### config.mk
export PLATFORM = sky130hd
export DESIGN_NAME = ppsc_top
export DESIGN_NICKNAME = d
export VERILOG_FILES = /design/src/inc/ppsc_pkg.sv /design/src/rtl/ppsc_sync.sv /design/src/rtl/ppsc_top.sv
export SDC_FILE = /design/constraint.sdc
export NUM_CORES = 1
export LEC_CHECK = 0
export BUFFER_PORTS_ARGS = -buffer_cell sky130_fd_sc_hd__buf_2
export CORE_MARGIN = 10
export CORE_UTILIZATION = 55
export CTS_BUF_LIST = sky130_fd_sc_hd__clkbuf_8
export DETAILED_ROUTE_END_ITERATION = 10
export PLACE_DENSITY = 0.86
export SLEW_MARGIN = 20
export SYNTH_ARGS = -nofsm -noshare
export SYNTH_HDL_FRONTEND = slang
export SYNTH_HIERARCHICAL = 1
export SYNTH_SLANG_ARGS = --single-unit
### constraint.sdc
create_clock -name clk_sys -period 2.6 [get_ports clk_sys]
set_input_delay 0 -clock clk_sys [delete_from_list [all_inputs] [get_ports clk_sys]]
set_output_delay 0 -clock clk_sys [all_outputs]
set_load 0.1 [all_outputs]
### src/inc/ppsc_pkg.sv
// Constants and state types of the PHY power state controller.
// Assumes a single 125 MHz system clock; all counts derive from it.
package ppsc_pkg;
    // Clock rate in kHz
    localparam int CLK_KHZ = 125000;
    // Break link wait window, milliseconds
    localparam int BREAK_LINK_MIN_MS = 1200;
    localparam int BREAK_LINK_MAX_MS = 1300;
    // Least time rounds up, longest rounds down (both exact at 125 MHz)
    localparam int BREAK_LINK_MIN_CYC = BREAK_LINK_MIN_MS * CLK_KHZ;
    localparam int BREAK_LINK_MAX_CYC = BREAK_LINK_MAX_MS * CLK_KHZ;
    localparam int PWR_CNT_W = 28;
    localparam int TX_CNT_W = 16;
    // Low power idle phase lengths in cycles
    localparam int SLEEP_CYC_DEF = 200;
    localparam int QUIET_CYC_DEF = 2500;
    localparam int REFRESH_CYC_DEF = 25;
    localparam int WAKE_CYC_DEF = 2000;
    localparam int HOLD_CYC_DEF = 1000;
    // Negotiated speed codes
    localparam logic [1:0] SPD_10 = 2'h0;
    localparam logic [1:0] SPD_100 = 2'h1;
    localparam logic [1:0] SPD_1000 = 2'h2;
    // Synchroniser reset: {energy, lan pin}, pin idles high
    localparam logic [1:0] SYNC_RST = 2'h1;

    typedef enum logic [7:0] {
        PS_AN = 8'h01,
        PS_LINK = 8'h02,
        PS_CABLE_OFF = 8'h04,
        PS_BREAK_WAIT = 8'h08,
        PS_POWER_DOWN = 8'h10,
        PS_IF_RESET = 8'h20,
        PS_IF_INIT = 8'h40,
        PS_MDIO_CFG = 8'h80
    } ppsc_pwr_e;

    typedef enum logic [5:0] {
        TX_ACTIVE = 6'h01,
        TX_SLEEP = 6'h02,
        TX_QUIET = 6'h04,
        TX_REFRESH = 6'h08,
        TX_WAKE = 6'h10,
        TX_HOLD = 6'h20
    } ppsc_tx_e;
endpackage

### src/rtl/ppsc_sync.sv
// Two-flop synchroniser for asynchronous pin levels.
// Assumes inputs are slow levels; no pulse shorter than two cycles.
`timescale 1ns/10ps
`default_nettype none
module ppsc_sync #(
    parameter int WIDTH = 2,
    parameter logic [WIDTH-1:0] RST_VAL = '0
) (
    input wire logic clk_sys,
    input wire logic rst_b,
    input wire logic [WIDTH-1:0] async_in,
    output logic [WIDTH-1:0] sync_out
);
    typedef struct packed {
        logic [WIDTH-1:0] s1;
        logic [WIDTH-1:0] s2;
    } ppsc_sync_s;

    ppsc_sync_s sync_reg;
    ppsc_sync_s sync_next;

    // First stage feeds only the second stage
    always_comb begin
        sync_next.s1 = async_in;
        sync_next.s2 = sync_reg.s1;
    end

    // Reset to the idle level of each pin
    always_ff @(posedge clk_sys or negedge rst_b) begin
        if (!rst_b) begin
            sync_reg <= {RST_VAL, RST_VAL};
        end else begin
            sync_reg <= sync_next;
        end
    end

    assign sync_out = sync_reg.s2;
endmodule
`default_nettype wire

### src/rtl/ppsc_top.sv
// PHY power state controller: cable disconnect, pin power down and
// low power idle sequencing. Assumes same-clock controller inputs;
// lan_disable_low_pin and energy_det arrive asynchronously.
// How it works
// - Cable disconnect enters energy detect mode and powers down PCIe.
// - Energy in cable-disconnect clears cable_unplugged_flag.
// - After energy, wait for break_link_wait before advertising.
// - break_link_wait lasts between 1.2 s and 1.3 s.
// - Cable disconnect sends a one-cycle link-down message.
// - Armed active power down sends wake message when link returns.
// - Pin low enters power down; only pin high leaves it.
// - Response select chooses stay active or full power down.
// - Full power down gates clocks, PHY off, PCIe electrical idle if pcie_link_en.
// - Exit: interface leaves reset, then does link initialization.
// - Controller configures over MDIO, then auto-negotiation runs.
// - LPI transmit request makes the PHY send Sleep symbols.
// - At 100 Mb/s transmit goes quiet right after Sleep.
// - At 1000 Mb/s quiet only after Sleep also received.
// - Quiet periods alternate with Refresh symbol periods.
// - Cleared request sends Wake symbols for a fixed period.
// - Then Active; data waits for remote_wake_hold_time.
// - Partner low power idle is reported to the controller.
// - EEE advertised in negotiation; each direction independent.
// - Negotiation starts at power up, command, error, reconnect.
// - No LPI at half duplex, 10 Mb/s or MDI-X.
// - In sleep states LPI only at 100 Mb/s, receive kept active.
`timescale 1ns/10ps
`default_nettype none
module ppsc_top #(
    parameter int BREAK_LINK_CYCLES = ppsc_pkg::BREAK_LINK_MIN_CYC,
    parameter int SLEEP_CYCLES = ppsc_pkg::SLEEP_CYC_DEF,
    parameter int QUIET_CYCLES = ppsc_pkg::QUIET_CYC_DEF,
    parameter int REFRESH_CYCLES = ppsc_pkg::REFRESH_CYC_DEF,
    parameter int WAKE_CYCLES = ppsc_pkg::WAKE_CYC_DEF,
    parameter int HOLD_CYCLES = ppsc_pkg::HOLD_CYC_DEF
) (
    input wire logic clk_sys,
    input wire logic rst_b,
    input wire logic lan_disable_low_pin,
    input wire logic energy_det,
    input wire logic cable_disconnect_det,
    input wire logic link_up,
    input wire logic an_done,
    input wire logic an_restart_cmd,
    input wire logic phy_error,
    input wire logic shutdown_response_select,
    input wire logic wake_on_link_event,
    input wire logic active_pd_req,
    input wire logic pcie_link_en,
    input wire logic if_init_done,
    input wire logic mdio_config_done,
    input wire logic lpi_tx_req,
    input wire logic partner_sleep_rx,
    input wire logic partner_lpi,
    input wire logic eee_local_en,
    input wire logic eee_partner_adv,
    input wire logic [1:0] speed,
    input wire logic full_duplex,
    input wire logic mdix_mode,
    input wire logic sx_state,
    output logic cable_unplugged_flag,
    output logic energy_detect_mode,
    output logic pcie_power_down,
    output logic active_power_down,
    output logic link_down_msg,
    output logic wake_msg,
    output logic an_start,
    output logic an_advertise,
    output logic eee_advertise,
    output logic phy_power_down,
    output logic clock_gate,
    output logic pcie_elec_idle,
    output logic if_reset,
    output logic if_link_init,
    output logic tx_sleep_sym,
    output logic tx_quiet,
    output logic tx_refresh_sym,
    output logic tx_wake_sym,
    output logic tx_data_allow,
    output logic rx_lpi_ind,
    output logic rx_power_down
);
    typedef struct packed {
        ppsc_pkg::ppsc_pwr_e ps;
        logic [ppsc_pkg::PWR_CNT_W-1:0] pwr_cnt;
        ppsc_pkg::ppsc_tx_e tx;
        logic [ppsc_pkg::TX_CNT_W-1:0] tx_cnt;
        logic boot;
        logic unplugged;
        logic apd;
        logic pd_full;
        logic eee_on;
        logic sleep_seen;
        logic link_down_msg;
        logic wake_msg;
        logic an_start;
    } ppsc_state_s;

    localparam logic [ppsc_pkg::PWR_CNT_W-1:0] BREAK_LOAD =
        ppsc_pkg::PWR_CNT_W'(BREAK_LINK_CYCLES - 1);
    localparam logic [ppsc_pkg::TX_CNT_W-1:0] SLEEP_LOAD =
        ppsc_pkg::TX_CNT_W'(SLEEP_CYCLES - 1);
    localparam logic [ppsc_pkg::TX_CNT_W-1:0] QUIET_LOAD =
        ppsc_pkg::TX_CNT_W'(QUIET_CYCLES - 1);
    localparam logic [ppsc_pkg::TX_CNT_W-1:0] REFRESH_LOAD =
        ppsc_pkg::TX_CNT_W'(REFRESH_CYCLES - 1);
    localparam logic [ppsc_pkg::TX_CNT_W-1:0] WAKE_LOAD =
        ppsc_pkg::TX_CNT_W'(WAKE_CYCLES - 1);
    localparam logic [ppsc_pkg::TX_CNT_W-1:0] HOLD_LOAD =
        ppsc_pkg::TX_CNT_W'(HOLD_CYCLES - 1);

    ppsc_state_s st_reg;
    ppsc_state_s st_next;
    logic [1:0] sync_out;
    logic pin_high;
    logic energy_s;
    logic lpi_ok;
    logic link_live;

    // LPI is barred at half duplex, 10 Mb/s, MDI-X and non-100 sleep
    function automatic logic lpi_permitted(input logic [1:0] spd,
                                           input logic fdx,
                                           input logic mdix,
                                           input logic sx);
        lpi_permitted = fdx && !mdix && (spd != ppsc_pkg::SPD_10) &&
                        (!sx || spd == ppsc_pkg::SPD_100);
    endfunction

    // Pin and line energy come from outside the clock domain
    ppsc_sync #(
        .WIDTH(2),
        .RST_VAL(ppsc_pkg::SYNC_RST)
    ) u_sync (
        .clk_sys(clk_sys),
        .rst_b(rst_b),
        .async_in({energy_det, lan_disable_low_pin}),
        .sync_out(sync_out)
    );

    assign pin_high = sync_out[0];
    assign energy_s = sync_out[1];
    assign lpi_ok = st_reg.eee_on &&
                    lpi_permitted(speed, full_duplex, mdix_mode, sx_state);
    // Stay-active power down must not disturb a working link
    assign link_live = st_reg.ps == ppsc_pkg::PS_LINK ||
                       (st_reg.ps == ppsc_pkg::PS_POWER_DOWN &&
                        !st_reg.pd_full);

    // Power state and transmit LPI sequencing
    always_comb begin
        st_next = st_reg;
        st_next.boot = 1'b0;
        st_next.link_down_msg = 1'b0;
        st_next.wake_msg = 1'b0;
        st_next.an_start = st_reg.boot; // power up start
        if (!pin_high) begin
            // Pin overrides every state; response captured on entry
            if (st_reg.ps != ppsc_pkg::PS_POWER_DOWN) begin
                st_next.pd_full = shutdown_response_select;
            end
            st_next.ps = ppsc_pkg::PS_POWER_DOWN;
        end else begin
            case (st_reg.ps)
                ppsc_pkg::PS_AN: begin
                    if (cable_disconnect_det) begin
                        st_next.ps = ppsc_pkg::PS_CABLE_OFF;
                        st_next.unplugged = 1'b1;
                        st_next.link_down_msg = 1'b1;
                    end else if (an_restart_cmd || phy_error) begin
                        st_next.an_start = 1'b1;
                    end else if (an_done && link_up) begin
                        st_next.ps = ppsc_pkg::PS_LINK;
                        // Both sides must offer EEE for this speed
                        st_next.eee_on = eee_local_en &&
                                         eee_partner_adv;
                        if (st_reg.apd) begin
                            st_next.wake_msg = 1'b1;
                            st_next.apd = 1'b0;
                        end
                    end
                end
                ppsc_pkg::PS_LINK: begin
                    if (cable_disconnect_det) begin
                        st_next.ps = ppsc_pkg::PS_CABLE_OFF;
                        st_next.unplugged = 1'b1;
                        st_next.link_down_msg = 1'b1;
                    end else if (an_restart_cmd || phy_error) begin
                        st_next.ps = ppsc_pkg::PS_AN;
                        st_next.an_start = 1'b1;
                        st_next.eee_on = 1'b0;
                    end
                end
                ppsc_pkg::PS_CABLE_OFF: begin
                    // Driver arms wake on link change, then powers down
                    if (wake_on_link_event && active_pd_req) begin
                        st_next.apd = 1'b1;
                    end
                    if (energy_s) begin
                        st_next.unplugged = 1'b0;
                        st_next.ps = ppsc_pkg::PS_BREAK_WAIT;
                        st_next.pwr_cnt = BREAK_LOAD;
                    end
                end
                ppsc_pkg::PS_BREAK_WAIT: begin
                    // Nothing advertised until the timer runs out
                    if (st_reg.pwr_cnt == '0) begin
                        st_next.ps = ppsc_pkg::PS_AN;
                        st_next.an_start = 1'b1; // reconnect
                    end else begin
                        st_next.pwr_cnt = st_reg.pwr_cnt - 1'b1;
                    end
                end
                ppsc_pkg::PS_POWER_DOWN: begin
                    // Stay-active response never lost state, so skip
                    if (st_reg.pd_full) begin
                        st_next.ps = ppsc_pkg::PS_IF_RESET;
                    end else begin
                        st_next.ps = ppsc_pkg::PS_LINK;
                    end
                end
                ppsc_pkg::PS_IF_RESET: begin
                    st_next.ps = ppsc_pkg::PS_IF_INIT;
                end
                ppsc_pkg::PS_IF_INIT: begin
                    if (if_init_done) begin
                        st_next.ps = ppsc_pkg::PS_MDIO_CFG;
                    end
                end
                ppsc_pkg::PS_MDIO_CFG: begin
                    // Configuration must end before any power-down bit
                    if (mdio_config_done) begin
                        st_next.ps = ppsc_pkg::PS_AN;
                        st_next.an_start = 1'b1;
                        st_next.eee_on = 1'b0;
                    end
                end
                default: begin
                    st_next.ps = ppsc_pkg::PS_AN;
                end
            endcase
        end

        // Transmit LPI runs only with an established link
        if (!link_live) begin
            st_next.tx = ppsc_pkg::TX_ACTIVE;
            st_next.tx_cnt = '0;
        end else begin
            case (st_reg.tx)
                ppsc_pkg::TX_ACTIVE: begin
                    if (lpi_tx_req && lpi_ok) begin
                        st_next.tx = ppsc_pkg::TX_SLEEP;
                        st_next.tx_cnt = SLEEP_LOAD;
                        st_next.sleep_seen = 1'b0;
                    end
                end
                ppsc_pkg::TX_SLEEP: begin
                    if (partner_sleep_rx) begin
                        st_next.sleep_seen = 1'b1;
                    end
                    if (!lpi_tx_req) begin
                        st_next.tx = ppsc_pkg::TX_WAKE;
                        st_next.tx_cnt = WAKE_LOAD;
                    end else if (st_reg.tx_cnt != '0) begin
                        st_next.tx_cnt = st_reg.tx_cnt - 1'b1;
                    end else if (speed == ppsc_pkg::SPD_100) begin
                        st_next.tx = ppsc_pkg::TX_QUIET;
                        st_next.tx_cnt = QUIET_LOAD;
                    end else if (st_reg.sleep_seen) begin
                        // Gigabit keeps sending Sleep until echoed
                        st_next.tx = ppsc_pkg::TX_QUIET;
                        st_next.tx_cnt = QUIET_LOAD;
                    end
                end
                ppsc_pkg::TX_QUIET: begin
                    if (!lpi_tx_req) begin
                        st_next.tx = ppsc_pkg::TX_WAKE;
                        st_next.tx_cnt = WAKE_LOAD;
                    end else if (st_reg.tx_cnt == '0) begin
                        st_next.tx = ppsc_pkg::TX_REFRESH;
                        st_next.tx_cnt = REFRESH_LOAD;
                    end else begin
                        st_next.tx_cnt = st_reg.tx_cnt - 1'b1;
                    end
                end
                ppsc_pkg::TX_REFRESH: begin
                    if (!lpi_tx_req) begin
                        st_next.tx = ppsc_pkg::TX_WAKE;
                        st_next.tx_cnt = WAKE_LOAD;
                    end else if (st_reg.tx_cnt == '0) begin
                        st_next.tx = ppsc_pkg::TX_QUIET;
                        st_next.tx_cnt = QUIET_LOAD;
                    end else begin
                        st_next.tx_cnt = st_reg.tx_cnt - 1'b1;
                    end
                end
                ppsc_pkg::TX_WAKE: begin
                    if (st_reg.tx_cnt == '0) begin
                        st_next.tx = ppsc_pkg::TX_HOLD;
                        st_next.tx_cnt = HOLD_LOAD;
                    end else begin
                        st_next.tx_cnt = st_reg.tx_cnt - 1'b1;
                    end
                end
                ppsc_pkg::TX_HOLD: begin
                    // Active again, but partner needs time to wake
                    if (st_reg.tx_cnt == '0) begin
                        st_next.tx = ppsc_pkg::TX_ACTIVE;
                    end else begin
                        st_next.tx_cnt = st_reg.tx_cnt - 1'b1;
                    end
                end
                default: begin
                    st_next.tx = ppsc_pkg::TX_ACTIVE;
                end
            endcase
        end
    end

    // State register; boot flag launches the first negotiation
    always_ff @(posedge clk_sys or negedge rst_b) begin
        if (!rst_b) begin
            st_reg <= '{ps: ppsc_pkg::PS_AN, tx: ppsc_pkg::TX_ACTIVE,
                        boot: 1'b1, default: '0};
        end else begin
            st_reg <= st_next;
        end
    end

    // Decoded outputs from registered state; eee_advertise, pcie_elec_idle and receive LPI also use inputs
    assign cable_unplugged_flag = st_reg.unplugged;
    assign energy_detect_mode = st_reg.ps == ppsc_pkg::PS_CABLE_OFF;
    assign pcie_power_down = st_reg.ps == ppsc_pkg::PS_CABLE_OFF;
    assign active_power_down = st_reg.apd;
    assign link_down_msg = st_reg.link_down_msg;
    assign wake_msg = st_reg.wake_msg;
    assign an_start = st_reg.an_start;
    assign an_advertise = st_reg.ps == ppsc_pkg::PS_AN;
    assign eee_advertise = an_advertise && eee_local_en;
    assign phy_power_down = st_reg.ps == ppsc_pkg::PS_POWER_DOWN &&
                            st_reg.pd_full;
    assign clock_gate = phy_power_down;
    assign pcie_elec_idle = phy_power_down && pcie_link_en;
    assign if_reset = phy_power_down ||
                      st_reg.ps == ppsc_pkg::PS_IF_RESET;
    assign if_link_init = st_reg.ps == ppsc_pkg::PS_IF_INIT;
    assign tx_sleep_sym = st_reg.tx == ppsc_pkg::TX_SLEEP;
    assign tx_quiet = st_reg.tx == ppsc_pkg::TX_QUIET;
    assign tx_refresh_sym = st_reg.tx == ppsc_pkg::TX_REFRESH;
    assign tx_wake_sym = st_reg.tx == ppsc_pkg::TX_WAKE;
    assign tx_data_allow = link_live && st_reg.tx == ppsc_pkg::TX_ACTIVE;
    // Receive side stays powered in system sleep states
    assign rx_lpi_ind = link_live && partner_lpi &&
                        lpi_ok;
    assign rx_power_down = rx_lpi_ind && !sx_state;
endmodule
`default_nettype wire

; ---- Word level (Yosys, flattened, before mapping)
; Index checks and enable logic that the tools add are counted.
[word_totals]
ff_bits = 71
in_bits = 25
elab_cells = 169
[op_classes]
n_addsub = 2
eq_ne = 45
muxes = 64
n_bitwise = 1
n_reduce_logical = 42
[op_table]
columns = operator, n
row1 = $mux W22, 7
row2 = $pmux W16 S6, 1
row3 = $mux W16, 5
row4 = $mux W8, 9
row5 = $pmux W8 S8, 1
row6 = $pmux W28 S2, 1
row7 = $mux W36, 1
row8 = $mux W6, 6
row9 = $pmux W6 S6, 1
row10 = $logic_not A28 Y1, 1
row11 = $mux W28, 1
row12 = $sub A28 B1 Y28 const B, 1
row13 = $mux W1, 24
row14 = $ne A3 B3 Y1 const B, 6
row15 = $logic_and A1 B1 Y1, 16
row16 = $logic_not A16 Y1, 1
row17 = $ne A4 B4 Y1 const B, 4
row18 = $reduce_and A4 Y1, 4
row19 = $reduce_bool A16 Y1, 1
row20 = $sub A16 B1 Y16 const B, 1
row21 = $ne A2 B2 Y1 const B, 7
row22 = $reduce_and A7 Y1, 2
row23 = $ne A2 B1 Y1 const B, 5
row24 = $reduce_bool A2 Y1, 5
row25 = other kinds (34), 43

; ---- Longest topological paths before layout
; Gate-level depths: netlist of run 1.
[depth]
word_depth = 9
mapped_depth = 10

; ---- Hierarchy
; The synthesis of run 1 kept the hierarchy.
[modules_own_cells]
columns = module, instances, cells_per_inst, area_each_um2
row1 = ppsc_top, 1, 502, 4410.5
row2 = ppsc_sync, 1, 4, 102.6

; ---- Least setup slack after synthesis of run 1
; OpenSTA, ideal clock, no wires.
[synth_path]
path_kind = reg2out
from = register st_reg[64] in the netlist's numbering
to = output rx_power_down
arrival_ns = 3.989
setup_slack_ns = -1.389
path_stages_with_launch = 7
n_path_buf = 1
path_cell_list = dfrtp_1 or4_1 buf_2 or4_4 o21ai_4 and3_1 nor2b_1
[synth_between]
elab_chain_len = 6
elab_cells_between_ends = 7
[synth_rtl]
columns = item, line
row1 = from (decl), ppsc_top.sv:112  ; ppsc_state_s st_reg;
row2 = from (signal assigned), ppsc_top.sv:322  ; st_reg <= '{ps: ppsc_pkg::PS_AN, tx: ppsc_pkg::TX_ACTIVE,
row3 = from (signal assigned), ppsc_top.sv:325  ; st_reg <= st_next;
row4 = $eq A8 B5 Y1, ppsc_top.sv:146  ; (st_reg.ps == ppsc_pkg::PS_POWER_DOWN &&
row5 = $logic_and A1 B1 Y1, ppsc_top.sv:146
row6 = $logic_or A1 B1 Y1 *, ppsc_top.sv:145  ; assign link_live = st_reg.ps == ppsc_pkg::PS_LINK ||
row7 = $logic_and A1 B1 Y1 * (2 in a row), ppsc_top.sv:352  ; assign rx_lpi_ind = link_live && partner_lpi &&
row8 = via rx_lpi_ind, ppsc_top.sv:80  ; output logic rx_lpi_ind,
row9 = $logic_and A1 B1 Y1 *, ppsc_top.sv:354  ; assign rx_power_down = rx_lpi_ind && !sx_state;
row10 = to (decl), ppsc_top.sv:81  ; output logic rx_power_down
; The timed path passes the listed nets; every way through them passes the cells marked *.

; ---- Worst setup path after layout of run 1
[layout_path]
from = register st_reg[64] in the netlist's numbering
to = output tx_data_allow
[layout_between]
elab_chain_len = 4
elab_cells_between_ends = 5
[layout_rtl]
columns = item, line
row1 = $eq A8 B5 Y1, ppsc_top.sv:146
row2 = $logic_and A1 B1 Y1, ppsc_top.sv:146
row3 = $logic_or A1 B1 Y1 *, ppsc_top.sv:145
row4 = $logic_and A1 B1 Y1 *, ppsc_top.sv:350  ; assign tx_data_allow = link_live && st_reg.tx == ppsc_pkg::TX_ACTIVE;
row5 = to (decl), ppsc_top.sv:79  ; output logic tx_data_allow,
; Mark *: on every way between the ends. The rest lies on a longest branch, timed or not.

==> flow_summary.toml, run 1 <==
[routing]
firstDrtPassIters = 5
wire_per_inst_um = 17.9
wirelength_mm = 12.2
drcViolationCount = 0
vias = 4264
dr.first_iter.drc_count = 267
ant_nets = 0
via_per_inst = 6.27

[worst_hold_path]
hold_class = "input port to register"

[grt]
grt_first_pass_wirelength_mm = 20.4
grt_pass1_vias = 4183
antenna_found_initial = 0
grt_max_degree = 72
grt-ovfl-total = 0
gr-usage-all-layers_pct = 19.5

[pwr]
internal_power_uw = 2750
p_leak_uw = 0.00254
power_per_cell_area_nw_per_um2 = 882
pwr-share-clk_pct = 21.4
power.switching_uw = 2020
power_frac_seq_pct = 32.4
p_total_uw = 4770
p_sw_share_pct = 42.4
p_comb_share_pct = 46.2
ir_drop_v = 0.000633

[floorplan]
rows = 32
die_area_um2 = 12200
coreArea_um2 = 7850
die_h_um = 111
die-width_um = 111
ioPinCount = 46
initial_utilization_pct = 57.5

[setup_path]
crit_required_ns = 2.60
crit_fanout = 16
crit_arrival_ns = 2.53
crit_type = "register to primary output"
cp-end-kind = "primary output"
start_kind = "register"

[final_layout]
num-nets-final = 602
diodes = 0
largest_reg_flops = 62
final_area_um2 = 5410
fin_cells = 680
syn2layout_area_growth_pct = 19.8
drive_gt1_share_pct = 24.2

[logic_synthesis]
seq_area_frac_synth_pct = 39.5
ys.warnings.count = 6
synth_top_area_share_pct = 36.6
yosys_most_used_dff = "dfrtp_1"
synth.distinct_cells = 72
synth_top_area_cell = "dfrtp_1"
synth_edf_count = 0
synthArstFlopShare_pct = 100
synth.area.top_cells = "dfrtp_1, xor2_1, nor2_1"
synth.cell_area_um2 = 4510
syn_avg_cell_area_um2 = 8.92
ys_ff_latch = 71
netlist_instances = 506
syn_nets = 535

[clock_tree]
cts-root-buf = "clkbuf_8"
htreeDepth = 3
numCtsBuffers = 9
numClockSinks = 71
clkTransAtPathRegs_ns = 0.08
cts_tree = "yes"
clk_latency_ns = 0.36
clk_path_buf_depth = 2

[placed_design]
place_hpwl_mm = 8.88
place_ws_ns = 0.201
place_area_um2 = 5070
place_congestion = 0.963
io_buffers = 45
place_inst = 654

[timing]
finClkSkew_ns = 0.00972
slew_headroom_pct = 40.8
fin_crit_ns = 2.53
timing.hold.ws_ns = 0.0253
layout_setup_ws_ns = 0.0746
tightest_slew_ns = 0.888
max_freq_mhz = 396
hold_viol_final = 0
min_period_over_period_pct = 97.1
final_max_slew_viol_count = 0
setup_viol = 0

[outcome]
status = "completed"

[job]
drv_cap = 0
routing by layer:
layer	up-vias	GRT usage [%]	part of all wire, %
li1	1991	-	-
met1	2037	25.3	43
met2	206	30.3	47
met3	30	4.81	7.8
met4	0	8.12	2.2
met5	-	0	0
synthesized netlist by cell type (7+ instances only):
library cell   n
nand2b_1       9
o22ai_1        7
a21oi_1       15
nand2_1       39
nor3_1        25
nand4_1       14
and3_1        11
nor4_1        12
or4_1          9
dfrtp_1       66
nand3_1       24
nor2_1        56
inv_1         16
xor2_1        29
o21ai_0       18
clkbuf_1      18
nor2b_1        7
layout make-up:
cell class	count	area [um^2]
clock inverters	6	91.3
multi-input cells	391	2570
repair buffers	84	623
fillers	613	2440
clock buffers	10	138
flip-flops and latches	71	1780
inverters	16	67.6
well taps	102	128
power groups by stage:
stage / registers (uW) / clock network, uW / logic [uW]
final: 1540 / 1020 / 2200
after floorplan: 1560 / 0 / 1530
after global routing: 1570 / 1090 / 2400
after CTS: 1540 / 1030 / 2170
after global placement: 1540 / 0 / 2080
after detailed placement: 1560 / 0 / 2140
cell usage in the layout (no fill, tap or decap), drive strengths merged, types with 14 or more instances in the layout:
cell type / count
buf: 77
dfrtp: 66
nor2: 58
nand2: 40
xor2: 29
nor3: 25
nand3: 25
o21ai: 19
inv: 15
nand4: 15
a21oi: 15
nor4: 14
per-stage QoR:
stage | utilization (%) | setup TNS (ns)
6_report | 68.9 | 0
5_1_grt | 68.9 | -0.00344
4_1_cts | 68.6 | 0
3_5_place_dp | 64.6 | 0
3_3_place_gp | 64.6 | 0
2_1_floorplan | - | -0.298
critical path, stage by stage (launching register included):
cell     delay, ns
dfrtp_1       0.41
or4_4         0.54
or4_4         0.53
o21a_2        0.27
nor2_4        0.20
buf_12        0.19
kinds of logic after synthesis:
logic type	count (synthesis)	synth area share, %
and+or+nand+nor	245	29.7
AOI/OAI and AO/OA	103	17.5
DFF	71	39.5
buffers and inverters	44	4.49
xor gates and xnor gates	34	6.60
adders and majority gates	4	1.11
muxes	4	0.970
other	1	0.0831
worst paths after layout:
path | from | depth (start not counted) | end | slack [ns]
min reg2reg | u_sync/sync_next[1] | 0 | u_sync/sync_out[1] | 0.35
max | st_reg[64] | 5 | tx_data_allow | 0.07
min in group asynchronous | rst_b | 3 | st_reg[44] | 0.38
max reg2reg | st_reg[64] | 6 | st_reg[4] | 0.11
max in group asynchronous | rst_b | 3 | st_reg[12] | 1.65
min | mdio_config_done | 3 | st_reg[66] | 0.03
what timing repair did:
item,in CTS,in global routing
gates cloned,0,0
pin swaps,0,1
resized for setup,1,2
endpoints found under the setup margin,3,5
hold buffers,7,0
buffers inserted,1,2
hold endpoints to repair,71,0
No activity file was read; power rests on OpenSTA's default activity.
==> inputs of run 2 (changes only) <==
CORE_ASPECT_RATIO = 0.7   (was not set)
==> run 2 against run 1 <==
Against the previous run:
- the run now ends with negative setup slack left
- first-iteration DRC count increased by 130%
- clock power increased by 7%
- sequential share of layout area decreased by 0.93 points
- fmax decreased by 3.1%
- die area increased by 0.47%
- largest power group unchanged
==> flow_summary.toml, run 2 (same netlist as run 1, synthesis figures left out) <==
[clock_tree]
htreeDepth = 3
clkTransAtPathRegs_ns = 0.07
cts-root-buf = "clkbuf_8"
clk_latency_ns = 0.37
numCtsBuffers = 9
cts_tree = "yes"
numClockSinks = 71
clk_path_buf_depth = 2

[setup_path]
crit_required_ns = 2.60
r2r-start = "st_reg[63]"
startpoint = "st_reg[63]"
reg2reg_to = "st_reg[4]"
crit_type = "register to primary output"
crit_fanout = 7
crit_arrival_ns = 2.61
start_kind = "register"
ff2ff_path_depth = 6
cp-end-kind = "primary output"
reg2reg_slack_ns = 0.13

[timing]
final_max_slew_viol_count = 0
slew_headroom_pct = 56.4
fin_crit_ns = 2.61
tightest_slew_ns = 0.649
min_period_over_period_pct = 100
layout_setup_ws_ns = -0.00529
setup_viol = 1
grt_setup_unrepaired = "yes"
max_freq_mhz = 384
hold_viol_final = 0
timing.hold.ws_ns = 0.0398
finClkSkew_ns = 0.0128

[final_layout]
multi_input_area_um2 = 2590
num-fill-cells = 566
final_common_cell = "dfrtp_1"
syn2layout_area_growth_pct = 23.2
num-nets-final = 619
largest_reg_flops = 62
diodes = 0
drive_gt1_share_pct = 26.2
regArea_um2 = 1780
final_cell_mix = "dfrtp_1, nor2_1, buf_4, buf_2, nand2_1"

[grt]
use_met3_pct = 6.26
grt_max_degree = 72
grt-ovfl-total = 0
grt_pass1_vias = 4144
grt_use_met1_pct = 27.9
gr-usage-all-layers_pct = 20.4
grt.busiest_layer = "met2"
grt_use_met2_pct = 30.2
grt_first_pass_wirelength_mm = 20.6
antenna_found_initial = 0

[worst_hold_path]
min_from = "mdio_config_done"
hold_class = "input port to register"
hold_end = "st_reg[66]"
hold_depth = 3

[pwr]
power_per_cell_area_nw_per_um2 = 874
p_leak_uw = 0.00263
ir_drop_v = 0.000530
p_total_uw = 4860

[outcome]
violations = "negative setup slack"
status = "complete, but fails checks"

[placed_design]
place_hpwl_mm = 9.08
place_ws_ns = 0.159
io_buffers = 45
place_congestion = 0.944

[floorplan]
ioPinCount = 46
coreArea_um2 = 7940
initial_utilization_pct = 56.8
die_h_um = 95.8
die_area_um2 = 12300
rows = 27
die-width_um = 128

[routing]
wire_per_inst_um = 18.2
firstDrtPassIters = 5
drcViolationCount = 0
dr.first_iter.drc_count = 608
via_per_inst = 6.31
ant_nets = 0
vias = 4391
wirelength_mm = 12.7

[job]
drv_cap = 0
==> run 2: worst max-delay path, stage by stage (launching register included) <==
cell     delay [ns]
dfrtp_1        0.43
or4_4          0.53
or4_4          0.53
o21ai_4        0.15
and3_4         0.27
nor2b_4        0.16
buf_12         0.18
==> run 2: what timing repair did <==
| action | in CTS | in global routing |
|---|---|---|
| setup endpoints to repair | 3 | 8 |
| buffers inserted | 0 | 12 |
| cloned | 0 | 0 |
| resized for setup | 2 | 3 |
| pin swaps | 0 | 1 |
| hold buffers | 7 | 0 |
| endpoints found under the hold margin | 76 | 0 |
==> run 2: worst max-delay path by stage <==
stage	to	slack [ns]
3_5_place_dp	st_reg[22]	0.16
5_1_grt	rx_power_down	-0.05
6_report	rx_power_down	-0.005
2_1_floorplan	rx_power_down	-0.28
4_1_cts	rx_power_down	-0.11
3_3_place_gp	st_reg[22]	0.21
==> run 2: final cells by class <==
class                           count  share of cell area [%]
Multi-Input combinational cell    391                    46.5
Tap cell                          101                    2.27
Clock inverter                      6                    1.96
Timing Repair Buffer              101                    13.5
Clock buffer                       10                    2.47
Inverter                           16                    1.21
Sequential cell                    71                    32.1
==> run 2: layer usage <==
metal | part of all wire, % | routed length, um | vias up
li1 | - | - | 2026
met1 | 46 | 5780 | 2119
met2 | 44 | 5620 | 211
met3 | 8.5 | 1080 | 35
met4 | 1.8 | 225 | 0
met5 | 0 | 0 | -
==> run 2: per-stage QoR <==
stage          util, %  cells  setup TNS [ns]  cell area [um^2]
3_3_place_gp      64.6    661               0              5130
3_5_place_dp      64.6    661               0              5130
6_report          70.1    696        -0.00529              5560
4_1_cts           68.7    684          -0.174              5460
5_1_grt           70.1    696         -0.0468              5560
2_1_floorplan        -    506          -0.298              4570
==> run 2: report_power, final <==
part           internal, uW  total, uW  leakage (uW)  switching, uW
logic                   869       2220       0.00157           1350
registers              1310       1550      0.000942            241
clock network           660       1090      0.000120            434
==> inputs of run 3 (changes only) <==
CORE_MARGIN = 5   (was 10)
==> run 3 against run 2 <==
Against the previous run:
- the flow now finishes without violations
- sequential share of layout area increased by 1.2 points
- via count decreased by 2.4%
- critical path type unchanged
- routed wire length shrank 5.5%
==> flow_summary.toml, run 3 (same netlist as run 1, synthesis figures left out) <==
[grt]
grt_pass1_vias = 4089
grt_first_pass_wirelength_mm = 20.8
antenna_found_initial = 0
gr-usage-all-layers_pct = 24.9
grt_max_degree = 72
grt-ovfl-total = 0

[final_layout]
final_area_um2 = 5360
final_common_cell = "dfrtp_1"
largest_reg_flops = 62
num-fill-cells = 610
final_cell_mix = "dfrtp_1, nor2_1, buf_2, nand2_1"
num-nets-final = 600
diodes = 0
fin_cells = 677
drive_gt1_share_pct = 23.4
syn2layout_area_growth_pct = 18.8

[setup_path]
crit_arrival_ns = 2.52
cp-end-kind = "primary output"
r2r-start = "st_reg[64]"
reg2reg_to = "st_reg[4]"
crit_path_top_delay_cell = "or4_1"
crit_family = "simple AND/OR/NAND/NOR gates"
crit_path_frequent_cell = "or4_1"
crit_fanout = 7
cp_cell_sequence = "or4_1 > buf_4 > or4_1 > inv_1 > buf_2"
cp_num_buf_inv = 3
path_depth = 5
ff2ff_path_depth = 6
max_stage_delay_ns = 0.56
crit_type = "register to primary output"
crit_required_ns = 2.60
start_kind = "register"
reg2reg_slack_ns = 0.11

[timing]
final_max_slew_viol_count = 0
slew_headroom_pct = 41.7
layout_setup_ws_ns = 0.0782
min_period_over_period_pct = 97.0
finClkSkew_ns = 0.0120
fin_crit_ns = 2.52
tightest_slew_ns = 0.874
setup_viol = 0
hold_viol_final = 0
grt_setup_unrepaired = "no"
max_freq_mhz = 397

[pwr]
pwr-share-clk_pct = 20.1
ir_drop_v = 0.000562
power.switching_uw = 2000
p_leak_uw = 0.00251
power_frac_seq_pct = 33.4
p_sw_share_pct = 43.2
p_comb_share_pct = 46.5
power_per_cell_area_nw_per_um2 = 863
internal_power_uw = 2630

[routing]
via_per_inst = 6.33
dr.first_iter.drc_count = 406
drcViolationCount = 0
ant_nets = 0
wirelength_mm = 12.0
firstDrtPassIters = 5
vias = 4285
wire_per_inst_um = 17.7

[clock_tree]
htreeDepth = 3
clk_latency_ns = 0.37
clk_path_buf_depth = 2
cts-root-buf = "clkbuf_8"
clkTransAtPathRegs_ns = 0.07
numCtsBuffers = 9
cts_tree = "yes"
numClockSinks = 71

[placed_design]
place_congestion = 0.947
io_buffers = 45
place_inst = 650
place_area_um2 = 5040
place_hpwl_mm = 8.66
place_ws_ns = 0.149

[job]
drv_cap = 0

[worst_hold_path]
hold_class = "input port to register"
min_from = "cable_disconnect_det"
hold_end = "link_down_msg"
hold_depth = 2

[outcome]
status = "completed"

[floorplan]
ioPinCount = 46
initial_utilization_pct = 56.8
rows = 27
coreArea_um2 = 7940
die-width_um = 118
die_h_um = 85.8
die_area_um2 = 10100
## run 3: changes by cell type in the layout (fill, tap and decap cells not counted), sizes merged
cell and delta:
inv -1, clkinv +3, clkinvlp -1, dlygate4sd3 +1, clkbuf +1, buf -20, bufinv -2
## run 3: worst max-delay path by stage
stage	end	start	slack [ns]
after floorplan	rx_power_down	st_reg[64]	-0.28
after global placement	st_reg[22]	st_reg[28]	0.22
after detailed placement	st_reg[22]	st_reg[28]	0.15
after CTS	rx_power_down	st_reg[64]	0.02
after global routing	st_reg[4]	st_reg[64]	0.007
final	if_link_init	st_reg[64]	0.08
## run 3: power by group through the flow
stage,registers (uW),clock network (uW),logic (uW)
detailed placement,1560,0,2080
CTS,1540,946,2110
floorplan,1560,0,1530
global placement,1550,0,2010
finish,1550,930,2150
global route,1580,1000,2350
## run 3: cell type report
class	instances	area [um^2]	share of cell area, %
inverter	16	67.6	1.26
sequential	71	1780	33.3
tap	101	126	2.36
multi-input combinational	391	2580	48.1
timing repair buffer	82	598	11.2
clock buffer	11	151	2.82
clock inverter	5	56.3	1.05
## run 3: routing by layer
| layer | up-vias | GRT usage [%] | part of all wire [%] |
|---|---|---|---|
| met1 | 2087 | 36.7 | 46 |
| met2 | 198 | 36.8 | 45 |
| met3 | 16 | 6.46 | 8.1 |
| met4 | 0 | 5.63 | 1.0 |
| li1 | 1984 | - | - |
| met5 | - | 0 | 0 |
## run 3: worst reg2reg max path: stages, from the launching register on
cell           delay (ns)
dfrtp_1              0.42
or4_1                0.56
buf_4                0.18
or4_1                0.49
nand4_1              0.12
dlygate4sd3_1        0.55
o21ai_0              0.07
## run 3: through the flow
stage | TNS (ns) | utilization, % | hold WS [ns] | total power (uW)
6_report | 0 | 67.5 | 0.0485 | 4630
5_1_grt | 0 | 67.5 | 0.0511 | 4920
4_1_cts | 0 | 67.2 | 0.0145 | 4590
3_5_place_dp | 0 | 63.4 | 0.109 | 3640
3_3_place_gp | 0 | 63.4 | 0.107 | 3560
2_1_floorplan | -0.298 | - | -0.296 | 3090
## run 3: what timing repair did
action | in CTS | in global routing
resized for setup | 1 | 2
hold buffers | 8 | 0
pin swaps | 0 | 1
setup buffers | 1 | 2
hold endpoints to repair | 72 | 0
setup endpoints to repair | 3 | 3
